$ cat config.mk
export PLATFORM = sky130hd
export DESIGN_NAME = ssw_slave_ctrl
export DESIGN_NICKNAME = d
export VERILOG_FILES = /design/src/design/ssw_pkg.sv /design/src/design/ssw_slave_ctrl.sv
export SDC_FILE = /design/constraint.sdc
export NUM_CORES = 1
export LEC_CHECK = 0
export BUFFER_PORTS_ARGS = -buffer_cell sky130_fd_sc_hd__buf_2
export CAP_MARGIN = 20
export CORE_UTILIZATION = 44
export DETAILED_ROUTE_END_ITERATION = 12
export GPL_TIMING_DRIVEN = 0
export PLACE_DENSITY = 0.63
export RECOVER_POWER = 50
export SYNTH_ARGS = -nofsm -noshare
export SYNTH_HDL_FRONTEND = slang
export SYNTH_SLANG_ARGS = --single-unit
$ cat constraint.sdc
create_clock -name ref_clk_i -period 3.4 [get_ports ref_clk_i]
set_input_delay 0.34 -clock ref_clk_i [delete_from_list [all_inputs] [get_ports ref_clk_i]]
set_output_delay 0.34 -clock ref_clk_i [all_outputs]
set_load 0.01 [all_outputs]
$ cat src/design/ssw_pkg.sv
// Package for the slave state machine and watchdog block.
// Assumes a single 25 MHz clock domain and a plain register port.
package ssw_pkg;
	// Clock and tick timing
	localparam int CLK_HZ = 25000000;
	localparam int BASE_PERIOD_NS = 1000000000 / CLK_HZ;
	localparam logic [15:0] PRESCALE_RST = 16'h09C2;
	localparam logic [15:0] PRESCALE_EXTRA = 16'h0002;
	localparam logic [15:0] SYNC_WD_RST = 16'h03E8;
	localparam logic [15:0] LOCAL_WD_RST = 16'h03E8;
	localparam int TICK_US = 100;
	localparam int WD_TIMEOUT_MS = 100;
	// Register word offsets (byte addresses)
	localparam logic [7:0] REG_PRESCALE = 8'h00;
	localparam logic [7:0] REG_SYNC_WD = 8'h04;
	localparam logic [7:0] REG_LOCAL_WD = 8'h08;
	localparam logic [7:0] REG_STATE_REQ = 8'h0C;
	localparam logic [7:0] REG_STATUS = 8'h10;
	localparam logic [7:0] REG_SETUP = 8'h14;
	// Setup register fields, written by the master before transitions
	localparam int SETUP_MBX_OK = 0;
	localparam int SETUP_PD_OK = 1;
	localparam int SETUP_DC_OK = 2;
	// Status register fields
	localparam int ST_STATE_LSB = 0;
	localparam int ST_ERR = 4;
	localparam int ST_SYNC_EXP = 5;
	localparam int ST_LOCAL_EXP = 6;
	// State request codes
	localparam logic [2:0] REQ_INIT = 3'h1;
	localparam logic [2:0] REQ_CONFIG = 3'h2;
	localparam logic [2:0] REQ_BOOT = 3'h3;
	localparam logic [2:0] REQ_INPUTS = 3'h4;
	localparam logic [2:0] REQ_FULL = 3'h0;

	typedef enum logic [2:0] {
		SSW_INIT,
		SSW_CONFIG,
		SSW_INPUTS,
		SSW_FULL,
		SSW_BOOT
	} ssw_state_t;

	typedef struct packed {
		logic mbx_ok;
		logic file_mbx_ok;
		logic pd_ok;
		logic outputs_live;
	} ssw_perm_t;
endpackage : ssw_pkg

$ cat src/design/ssw_slave_ctrl.sv
// Slave state machine with sync-unit and local-side watchdogs.
// Assumes a register port on ref_clk_i; traffic strobes come from same-clock logic.

// Functional notes
// Tick equals prescaler plus two base periods
// Prescaler default 2498 gives 100 us tick
// Shared prescaler, separate count per watchdog
// Sync-unit watchdog default count 1000
// Counts 0..65535, prescaler 1..65535 accepted
// Only process-data access restarts sync watchdog
// Sync expiry clears outputs, state unchanged
// Local watchdog fires without local exchange
// Sync count zero disables that watchdog
// Master writes settings only if manual selected
// Power-on Init refuses mailbox and process data
// Master sets mailbox channels while in Init
// Init to config checks mailbox setup
// Config state allows mailbox, blocks process data
// Master sets process-data channels in config
// Inputs state entry checks setup, copies inputs
// Inputs state exchanges data, outputs held safe; code passes master outputs there when sync count is zero
// Master writes valid outputs before full request
// Full state drives master outputs to pins
// Boot only from Init, file mailbox only
// Failed check refuses, stays, flags error
module ssw_slave_ctrl
	import ssw_pkg::*;
#(
	parameter int OUT_W = 8,
	parameter int IN_W = 8
) (
	// Clock, reset, enable
	input wire logic ref_clk_i,
	input wire logic nrst_i,
	input wire logic clk_en_i,
	// Register port
	input wire logic [7:0] reg_addr_i,
	input wire logic [31:0] reg_wdata_i,
	input wire logic reg_wr_i,
	input wire logic reg_rd_i,
	output logic [31:0] reg_rdata_o,
	// Traffic events
	input wire logic pd_access_ok_i,
	input wire logic local_xchg_i,
	// Process data
	input wire logic [OUT_W-1:0] master_out_i,
	input wire logic [IN_W-1:0] field_in_i,
	output logic [OUT_W-1:0] field_out_o,
	output logic [IN_W-1:0] dpm_in_o,
	// Permissions and watchdog state
	output ssw_perm_t perm_o,
	output logic sync_wd_exp_o,
	output logic local_wd_exp_o
);
	logic [15:0] prescale_r;
	logic [15:0] sync_cnt_cfg_r;
	logic [15:0] local_cnt_cfg_r;
	logic [2:0] setup_r;
	logic [15:0] pre_cnt_r;
	logic tick;
	logic [15:0] sync_cnt_r;
	logic [15:0] local_cnt_r;
	logic sync_exp_r;
	logic local_exp_r;
	logic err_r;
	ssw_state_t state_r;
	logic [IN_W-1:0] field_in_s1_r;
	logic [IN_W-1:0] field_in_s2_r;
	logic [IN_W-1:0] dpm_in_r;
	logic [OUT_W-1:0] field_out_r;
	logic [31:0] rdata_r;
	logic req_wr;
	logic [2:0] req_code;

	assign req_wr = clk_en_i && reg_wr_i && (reg_addr_i == REG_STATE_REQ);
	assign req_code = reg_wdata_i[2:0];

	// Configuration registers; a zero prescaler is refused since it is out of range
	always_ff @(posedge ref_clk_i or negedge nrst_i) begin
		if (!nrst_i) begin
			prescale_r <= PRESCALE_RST;
			sync_cnt_cfg_r <= SYNC_WD_RST;
			local_cnt_cfg_r <= LOCAL_WD_RST;
			setup_r <= 3'h0;
		end else if (clk_en_i && reg_wr_i) begin
			if (reg_addr_i == REG_PRESCALE && reg_wdata_i[15:0] != 16'h0000) begin
				prescale_r <= reg_wdata_i[15:0];
			end
			if (reg_addr_i == REG_SYNC_WD) begin
				sync_cnt_cfg_r <= reg_wdata_i[15:0];
			end
			if (reg_addr_i == REG_LOCAL_WD) begin
				local_cnt_cfg_r <= reg_wdata_i[15:0];
			end
			if (reg_addr_i == REG_SETUP) begin
				setup_r <= reg_wdata_i[2:0];
			end
		end
	end

	// Shared prescaler: one tick every prescale+2 base periods, none at prescale 65535
	always_ff @(posedge ref_clk_i or negedge nrst_i) begin
		if (!nrst_i) begin
			pre_cnt_r <= 16'h0000;
		end else if (clk_en_i) begin
			if (tick) begin
				pre_cnt_r <= 16'h0000;
			end else begin
				pre_cnt_r <= pre_cnt_r + 16'h0001;
			end
		end
	end
	// Compare in 17 bits; at prescale 65535 the 16-bit counter never reaches the end, so no tick
	// Greater-or-equal, so lowering the prescaler cannot strand the counter past its end
	assign tick = ({1'b0, pre_cnt_r} + 17'h00001) >=
		({1'b0, prescale_r} + {1'b0, PRESCALE_EXTRA});

	// Sync-unit watchdog
	always_ff @(posedge ref_clk_i or negedge nrst_i) begin
		if (!nrst_i) begin
			sync_cnt_r <= 16'h0000;
			sync_exp_r <= 1'b0;
		end else if (clk_en_i) begin
			if (sync_cnt_cfg_r == 16'h0000) begin
				sync_cnt_r <= 16'h0000;
				sync_exp_r <= 1'b0;
			end else if (pd_access_ok_i && perm_o.pd_ok) begin
				sync_cnt_r <= 16'h0000;
				sync_exp_r <= 1'b0;
			end else if (tick && !sync_exp_r) begin
				if (sync_cnt_r + 16'h0001 >= sync_cnt_cfg_r) begin
					sync_exp_r <= 1'b1;
				end else begin
					sync_cnt_r <= sync_cnt_r + 16'h0001;
				end
			end
		end
	end

	// Local-side watchdog; a zero count also switches it off
	always_ff @(posedge ref_clk_i or negedge nrst_i) begin
		if (!nrst_i) begin
			local_cnt_r <= 16'h0000;
			local_exp_r <= 1'b0;
		end else if (clk_en_i) begin
			if (local_cnt_cfg_r == 16'h0000 || local_xchg_i) begin
				local_cnt_r <= 16'h0000;
				local_exp_r <= 1'b0;
			end else if (tick && !local_exp_r) begin
				if (local_cnt_r + 16'h0001 >= local_cnt_cfg_r) begin
					local_exp_r <= 1'b1;
				end else begin
					local_cnt_r <= local_cnt_r + 16'h0001;
				end
			end
		end
	end

	// Slave state machine; failed checks leave the state alone and flag an error
	always_ff @(posedge ref_clk_i or negedge nrst_i) begin
		if (!nrst_i) begin
			state_r <= SSW_INIT;
			err_r <= 1'b0;
		end else if (req_wr) begin
			if (req_code == REQ_INIT) begin
				state_r <= SSW_INIT;
				err_r <= 1'b0;
			end else begin
				unique case (state_r)
					SSW_INIT: begin
						if (req_code == REQ_CONFIG && setup_r[SETUP_MBX_OK]) begin
							state_r <= SSW_CONFIG;
							err_r <= 1'b0;
						end else if (req_code == REQ_BOOT && setup_r[SETUP_MBX_OK]) begin
							state_r <= SSW_BOOT;
							err_r <= 1'b0;
						end else begin
							err_r <= 1'b1;
						end
					end
					SSW_CONFIG: begin
						if (req_code == REQ_INPUTS && setup_r[SETUP_PD_OK] &&
							setup_r[SETUP_DC_OK]) begin
							state_r <= SSW_INPUTS;
							err_r <= 1'b0;
						end else if (req_code == REQ_CONFIG) begin
							err_r <= 1'b0;
						end else begin
							err_r <= 1'b1;
						end
					end
					SSW_INPUTS: begin
						if (req_code == REQ_FULL) begin
							state_r <= SSW_FULL;
							err_r <= 1'b0;
						end else if (req_code == REQ_CONFIG) begin
							state_r <= SSW_CONFIG;
							err_r <= 1'b0;
						end else begin
							err_r <= 1'b1;
						end
					end
					SSW_FULL: begin
						if (req_code == REQ_INPUTS || req_code == REQ_CONFIG) begin
							state_r <= (req_code == REQ_INPUTS) ? SSW_INPUTS : SSW_CONFIG;
							err_r <= 1'b0;
						end else if (req_code != REQ_FULL) begin
							err_r <= 1'b1;
						end
					end
					SSW_BOOT: begin
						err_r <= (req_code != REQ_BOOT);
					end
					default: begin
						state_r <= SSW_INIT;
					end
				endcase
			end
		end
	end

	// Field inputs come from pins, so they are synchronised first
	always_ff @(posedge ref_clk_i or negedge nrst_i) begin
		if (!nrst_i) begin
			field_in_s1_r <= '0;
			field_in_s2_r <= '0;
		end else if (clk_en_i) begin
			field_in_s1_r <= field_in_i;
			field_in_s2_r <= field_in_s1_r;
		end
	end

	// Inputs copied on entry to the inputs state and cyclically while exchanging
	always_ff @(posedge ref_clk_i or negedge nrst_i) begin
		if (!nrst_i) begin
			dpm_in_r <= '0;
		end else if (clk_en_i) begin
			if ((req_wr && state_r == SSW_CONFIG && req_code == REQ_INPUTS &&
				setup_r[SETUP_PD_OK] && setup_r[SETUP_DC_OK]) ||
				state_r == SSW_INPUTS || state_r == SSW_FULL) begin
				dpm_in_r <= field_in_s2_r;
			end
		end
	end

	// Outputs follow the master in full state with a live watchdog, or in inputs state with sync count zero
	always_ff @(posedge ref_clk_i or negedge nrst_i) begin
		if (!nrst_i) begin
			field_out_r <= '0;
		end else if (clk_en_i) begin
			if (sync_exp_r) begin
				field_out_r <= '0;
			end else if (state_r == SSW_FULL) begin
				field_out_r <= master_out_i;
			end else if (state_r == SSW_INPUTS && sync_cnt_cfg_r == 16'h0000) begin
				field_out_r <= master_out_i;
			end else begin
				field_out_r <= '0;
			end
		end
	end

	// Exchange permissions per state
	always_comb begin
		perm_o = '0;
		unique case (state_r)
			SSW_INIT: perm_o = '0;
			SSW_CONFIG: perm_o.mbx_ok = 1'b1;
			SSW_INPUTS: begin
				perm_o.mbx_ok = 1'b1;
				perm_o.pd_ok = 1'b1;
			end
			SSW_FULL: begin
				perm_o.mbx_ok = 1'b1;
				perm_o.pd_ok = 1'b1;
				perm_o.outputs_live = !sync_exp_r;
			end
			SSW_BOOT: perm_o.file_mbx_ok = 1'b1;
			default: perm_o = '0;
		endcase
	end

	// Read port; unmapped addresses read zero
	always_ff @(posedge ref_clk_i or negedge nrst_i) begin
		if (!nrst_i) begin
			rdata_r <= 32'h00000000;
		end else if (clk_en_i) begin
			rdata_r <= 32'h00000000;
			if (reg_rd_i) begin
				unique case (reg_addr_i)
					REG_PRESCALE: rdata_r <= {16'h0000, prescale_r};
					REG_SYNC_WD: rdata_r <= {16'h0000, sync_cnt_cfg_r};
					REG_LOCAL_WD: rdata_r <= {16'h0000, local_cnt_cfg_r};
					REG_SETUP: rdata_r <= {29'h00000000, setup_r};
					REG_STATUS: begin
						rdata_r[ST_STATE_LSB +: 3] <= state_r;
						rdata_r[ST_ERR] <= err_r;
						rdata_r[ST_SYNC_EXP] <= sync_exp_r;
						rdata_r[ST_LOCAL_EXP] <= local_exp_r;
					end
					default: rdata_r <= 32'h00000000;
				endcase
			end
		end
	end

	assign reg_rdata_o = rdata_r;
	assign field_out_o = field_out_r;
	assign dpm_in_o = dpm_in_r;
	assign sync_wd_exp_o = sync_exp_r;
	assign local_wd_exp_o = local_exp_r;
endmodule : ssw_slave_ctrl

==> impl_metrics.xml <==
<?xml version="1.0" encoding="UTF-8"?>
<metrics>
  <group name="setup_path">
    <metric name="setup.worst_path.start_class" unit="">flop</metric>
    <metric name="worst_ep_required_time" unit="ns">3.76</metric>
    <metric name="r2r_end" unit="">sync_cnt_r[14]</metric>
    <metric name="regToRegSetupSlack" unit="ns">-0.02</metric>
    <metric name="setup.worst_path.class" unit="">reg -&gt; reg</metric>
    <metric name="critPathCaptureType" unit="">flop</metric>
    <metric name="path_max_fanout" unit="">6</metric>
    <metric name="cp_data_arrival_time" unit="ns">3.78</metric>
    <metric name="worst_r2r_path_depth" unit="">12</metric>
    <metric name="crit-reg2reg-launch" unit="">pre_cnt_r[2]</metric>
  </group>
  <group name="floorplanning">
    <metric name="rows" unit="">52</metric>
    <metric name="initial_core_utilization" unit="%">45.5</metric>
    <metric name="io-pin-count" unit="">117</metric>
    <metric name="floorplan.core_area" unit="sq um">20500</metric>
    <metric name="die_w" unit="microns">148</metric>
    <metric name="chipHeight" unit="microns">148</metric>
    <metric name="design.die.area" unit="sq um">21800</metric>
  </group>
  <group name="synthesis">
    <metric name="number_of_flops_mapped_to_enable_cells_by_yosys" unit="">0</metric>
    <metric name="netlist_top_cells_area" unit="">sky130_fd_sc_hd__dfrtp_1, sky130_fd_sc_hd__mux2_2, sky130_fd_sc_hd__ha_1</metric>
    <metric name="synthesis.area" unit="sq um">9330</metric>
    <metric name="synth-seq-cells" unit="">153</metric>
    <metric name="postSynthCellCount" unit="">935</metric>
    <metric name="synthDistinctLibCells" unit="">62</metric>
    <metric name="yosys-top-cells-count" unit="">sky130_fd_sc_hd__dfrtp_1, sky130_fd_sc_hd__mux2_2, sky130_fd_sc_hd__inv_1, sky130_fd_sc_hd__nand2_1, sky130_fd_sc_hd__ha_1</metric>
    <metric name="syn-mean-instance-area" unit="sq um">9.98</metric>
    <metric name="yosys.area.top_type_share" unit="%">36.5</metric>
    <metric name="synth_warnings" unit="">0</metric>
    <metric name="synth_top_area_cell" unit="">sky130_fd_sc_hd__dfrtp_1</metric>
    <metric name="asyncSetResetFlopFracSynth" unit="%">100</metric>
    <metric name="synth_ff_type" unit="">sky130_fd_sc_hd__dfrtp_1</metric>
    <metric name="register_area_share_after_synthesis" unit="%">41.3</metric>
    <metric name="synth.most_common_cell" unit="">sky130_fd_sc_hd__dfrtp_1</metric>
  </group>
  <group name="timing">
    <metric name="period_minus_slack" unit="ns">3.42</metric>
    <metric name="final_period_util" unit="%">101</metric>
    <metric name="timing.fmax" unit="GHz">0.292</metric>
    <metric name="slew_viol_final" unit="">60</metric>
    <metric name="hold_violations" unit="">0</metric>
    <metric name="setup-violations-final" unit="">7</metric>
    <metric name="slew_headroom" unit="%">-7.20</metric>
    <metric name="hold_ws" unit="ns">0.128</metric>
    <metric name="unrepaired_setup_endpoints_after_global_routing" unit="">yes</metric>
    <metric name="worst_slack" unit="ns">-0.0212</metric>
    <metric name="totalNegativeSetupSlack" unit="ns">-0.0648</metric>
    <metric name="finClkSkew" unit="ns">0.0141</metric>
    <metric name="tightest_slew" unit="ns">1.61</metric>
  </group>
  <group name="placement">
    <metric name="numPortBuffers" unit="">83</metric>
    <metric name="numPlacedInstances" unit="">1304</metric>
    <metric name="gp_routability_congestion" unit="">0.870</metric>
    <metric name="dp_hpwl" unit="microns">18100</metric>
    <metric name="detailed_place.area" unit="sq um">10200</metric>
  </group>
  <group name="drt">
    <metric name="viasPerCell" unit="">5.69</metric>
    <metric name="wl_per_cell" unit="microns">18.8</metric>
    <metric name="detailedRoute.firstIterationViolations" unit="">534</metric>
    <metric name="remaining_drc_errors" unit="">0</metric>
    <metric name="antenna_violating_nets_remaining" unit="">0</metric>
    <metric name="wl" unit="microns">25800</metric>
    <metric name="routed-via-count" unit="">7817</metric>
    <metric name="drt_pass1_iterations" unit="">5</metric>
  </group>
  <group name="grt">
    <metric name="wire_length_of_the_first_global_routing_pass" unit="microns">39700</metric>
    <metric name="first_global_vias" unit="">7364</metric>
    <metric name="global_route.overflow_total" unit="">0</metric>
    <metric name="maximum_number_of_pins_on_one_net_before_global_route_repair" unit="">95</metric>
    <metric name="antenna_found_initial" unit="">1</metric>
    <metric name="grtUsageTotal" unit="%">23.7</metric>
  </group>
  <group name="finish">
    <metric name="final_cell_count_no_fill" unit="">1373</metric>
    <metric name="layout-area-overhead-vs-synth" unit="%">24.3</metric>
    <metric name="final_stage_net_count" unit="">1206</metric>
    <metric name="final_design_area_no_fill" unit="sq um">11600</metric>
    <metric name="num_antenna_cells" unit="">0</metric>
    <metric name="final_layout_size_suffix_gt1_share" unit="%">29.2</metric>
  </group>
  <group name="clock_network">
    <metric name="clk_pin_slew" unit="ns">0.07</metric>
    <metric name="cts_tree" unit="">built</metric>
    <metric name="cts_sinks" unit="">153</metric>
    <metric name="insertion_delay" unit="ns">0.44</metric>
    <metric name="cts_inserted_buffers" unit="">17</metric>
    <metric name="clockRootBuffer" unit="">sky130_fd_sc_hd__clkbuf_16</metric>
    <metric name="cts_buffer_depth" unit="">2</metric>
    <metric name="clock_tree.htree_level_count" unit="">4</metric>
  </group>
  <group name="outcome">
    <metric name="failed_checks" unit="">capacitance limit, slew limit, setup timing</metric>
    <metric name="run_status" unit="">finished, violations left</metric>
  </group>
  <group name="hold_path">
    <metric name="timing.hold.worst.class" unit="">in -&gt; reg</metric>
    <metric name="min_from" unit="">master_out_i[2]</metric>
    <metric name="hold_path_cell_cnt" unit="">2</metric>
    <metric name="min_delay_endpoint" unit="">field_out_o[2]</metric>
  </group>
  <group name="power">
    <metric name="peak_ir_drop_on_the_vdd_network" unit="V">0.000377</metric>
    <metric name="power_per_cell_area" unit="nW/um^2">477</metric>
    <metric name="leakagePower" unit="nW">5.17</metric>
  </group>
  <group name="job">
    <metric name="cap_viol_max_count" unit="">1</metric>
  </group>
</metrics>
layout make-up:
class | count | area, sq um
plain buffers | 55 | 309
flip-flops and latches | 153 | 3860
fillers | 1838 | 8900
inverters | 75 | 282
repair buffers | 122 | 713
well taps | 270 | 338
clock inverters | 14 | 188
clock buffers | 18 | 429
multi-input cells | 666 | 5480
worst max path at each step:
stage                       start              to  slack [ns]  cells past startpoint
floorplan           sync_cnt_r[0]  sync_cnt_r[10]        0.03                     15
global placement     pre_cnt_r[2]   pre_cnt_r[13]       -0.72                     13
detailed placement   pre_cnt_r[2]   pre_cnt_r[13]       -0.72                     13
CTS                  pre_cnt_r[2]  local_cnt_r[9]      0.0001                     13
global route        sync_cnt_r[1]   sync_cnt_r[3]       -0.12                     16
finish               pre_cnt_r[2]  sync_cnt_r[14]       -0.02                     12
worst max-delay path: stages, from the launching register on:
cell and delay, ns:
sky130_fd_sc_hd__dfrtp_2 0.46, sky130_fd_sc_hd__and3_4 0.20, sky130_fd_sc_hd__and3_1 0.22, sky130_fd_sc_hd__and3_1 0.25, sky130_fd_sc_hd__xor2_2 0.17, sky130_fd_sc_hd__ha_1 0.31
sky130_fd_sc_hd__and3_1 0.18, sky130_fd_sc_hd__o21ai_1 0.10, sky130_fd_sc_hd__a2111oi_4 0.38, sky130_fd_sc_hd__a21oi_4 0.15, sky130_fd_sc_hd__or4_4 0.58, sky130_fd_sc_hd__clkbuf_16 0.19
sky130_fd_sc_hd__o22ai_2 0.14
state kept, by name, summed over array words and instances, names as in the netlist:
| register | cells |
|---|---|
| pre_cnt_r | 16 |
| dpm_in_o | 8 |
| prescale_r | 16 |
| err_r | 1 |
| sync_cnt_cfg_r | 16 |
| field_in_s1_r | 8 |
| local_wd_exp_o | 1 |
| setup_r | 3 |
| field_in_s2_r | 8 |
| reg_rdata_o | 16 |
| field_out_o | 8 |
| sync_cnt_r | 16 |
| local_cnt_r | 16 |
| state_r | 3 |
| local_cnt_cfg_r | 16 |
| sync_wd_exp_o | 1 |
cells in the final DEF, fill, tap and decap left out, types with 8 or more instances in the layout:
master                      Yosys  layout
sky130_fd_sc_hd__dfrtp_1      136     130
sky130_fd_sc_hd__ha_1          53      46
sky130_fd_sc_hd__inv_1         75      75
sky130_fd_sc_hd__nor2_1        46      41
sky130_fd_sc_hd__xnor2_1       36      29
sky130_fd_sc_hd__and3_1        26      20
sky130_fd_sc_hd__buf_4         16      52
sky130_fd_sc_hd__conb_1         1      16
sky130_fd_sc_hd__nand3_1       30      24
sky130_fd_sc_hd__nand4_1       20      20
sky130_fd_sc_hd__nor4_1        19      17
sky130_fd_sc_hd__xor2_1        20      19
sky130_fd_sc_hd__dfstp_2       17      17
sky130_fd_sc_hd__clkbuf_1      34      61
sky130_fd_sc_hd__o221ai_1      10       9
sky130_fd_sc_hd__buf_2          2      49
sky130_fd_sc_hd__o2bb2ai_1     22      22
sky130_fd_sc_hd__mux2_2        78      78
sky130_fd_sc_hd__o22ai_2        0       8
sky130_fd_sc_hd__and2_1         8       8
sky130_fd_sc_hd__a21oi_1       34      29
sky130_fd_sc_hd__nor2b_1       13      13
sky130_fd_sc_hd__nand2_1       57      56
sky130_fd_sc_hd__o21ai_0       26      22
sky130_fd_sc_hd__mux2i_1       18      18
sky130_fd_sc_hd__clkbuf_16      0      18
sky130_fd_sc_hd__o211ai_1      10      10
sky130_fd_sc_hd__a22o_1        17      17
per-stage QoR:
stage               setup WS, ns  power (mW)  util (%)
global placement          -0.724        3.07      49.5
CTS                     0.000109        5.34      54.1
detailed placement        -0.724        3.08      49.7
finish                   -0.0212        5.54      56.6
global route              -0.120        5.74      56.6
floorplan                 0.0270        2.67         -
per-layer routing:
metal  GRT usage, %  routed length [microns]
met5              0                       13
met2           35.8                    11600
met4           8.56                      563
met3           4.10                     1280
met1           34.0                    12400
cell families after synthesis:
group	count (synthesis)	share of synthesized area, %
AOI/OAI and AO/OA	188	14.4
xor gates and xnor gates	56	5.26
adders and majority gates	54	7.21
buffers and inverters	132	5.98
DFF	153	41.3
muxes	96	11.3
other	1	0.0402
and+or+nand+nor	255	14.5
power breakdown:
group          internal (mW)  switching [mW]  leakage, nW
Sequential              1.91          0.0806         2.02
Combinational          0.593           0.936         2.85
Clock                   1.18           0.845        0.297
timing repair:
| action | CTS | global route |
|---|---|---|
| pin swaps | 11 | 31 |
| resized for setup | 46 | 76 |
| endpoints found under the hold margin | 53 | 0 |
| hold buffers | 1 | 0 |
| gates cloned | 1 | 1 |
| buffers inserted | 12 | 25 |
| endpoints found under the setup margin | 50 | 50 |
Note: power is estimated with default switching activity, not from simulation.
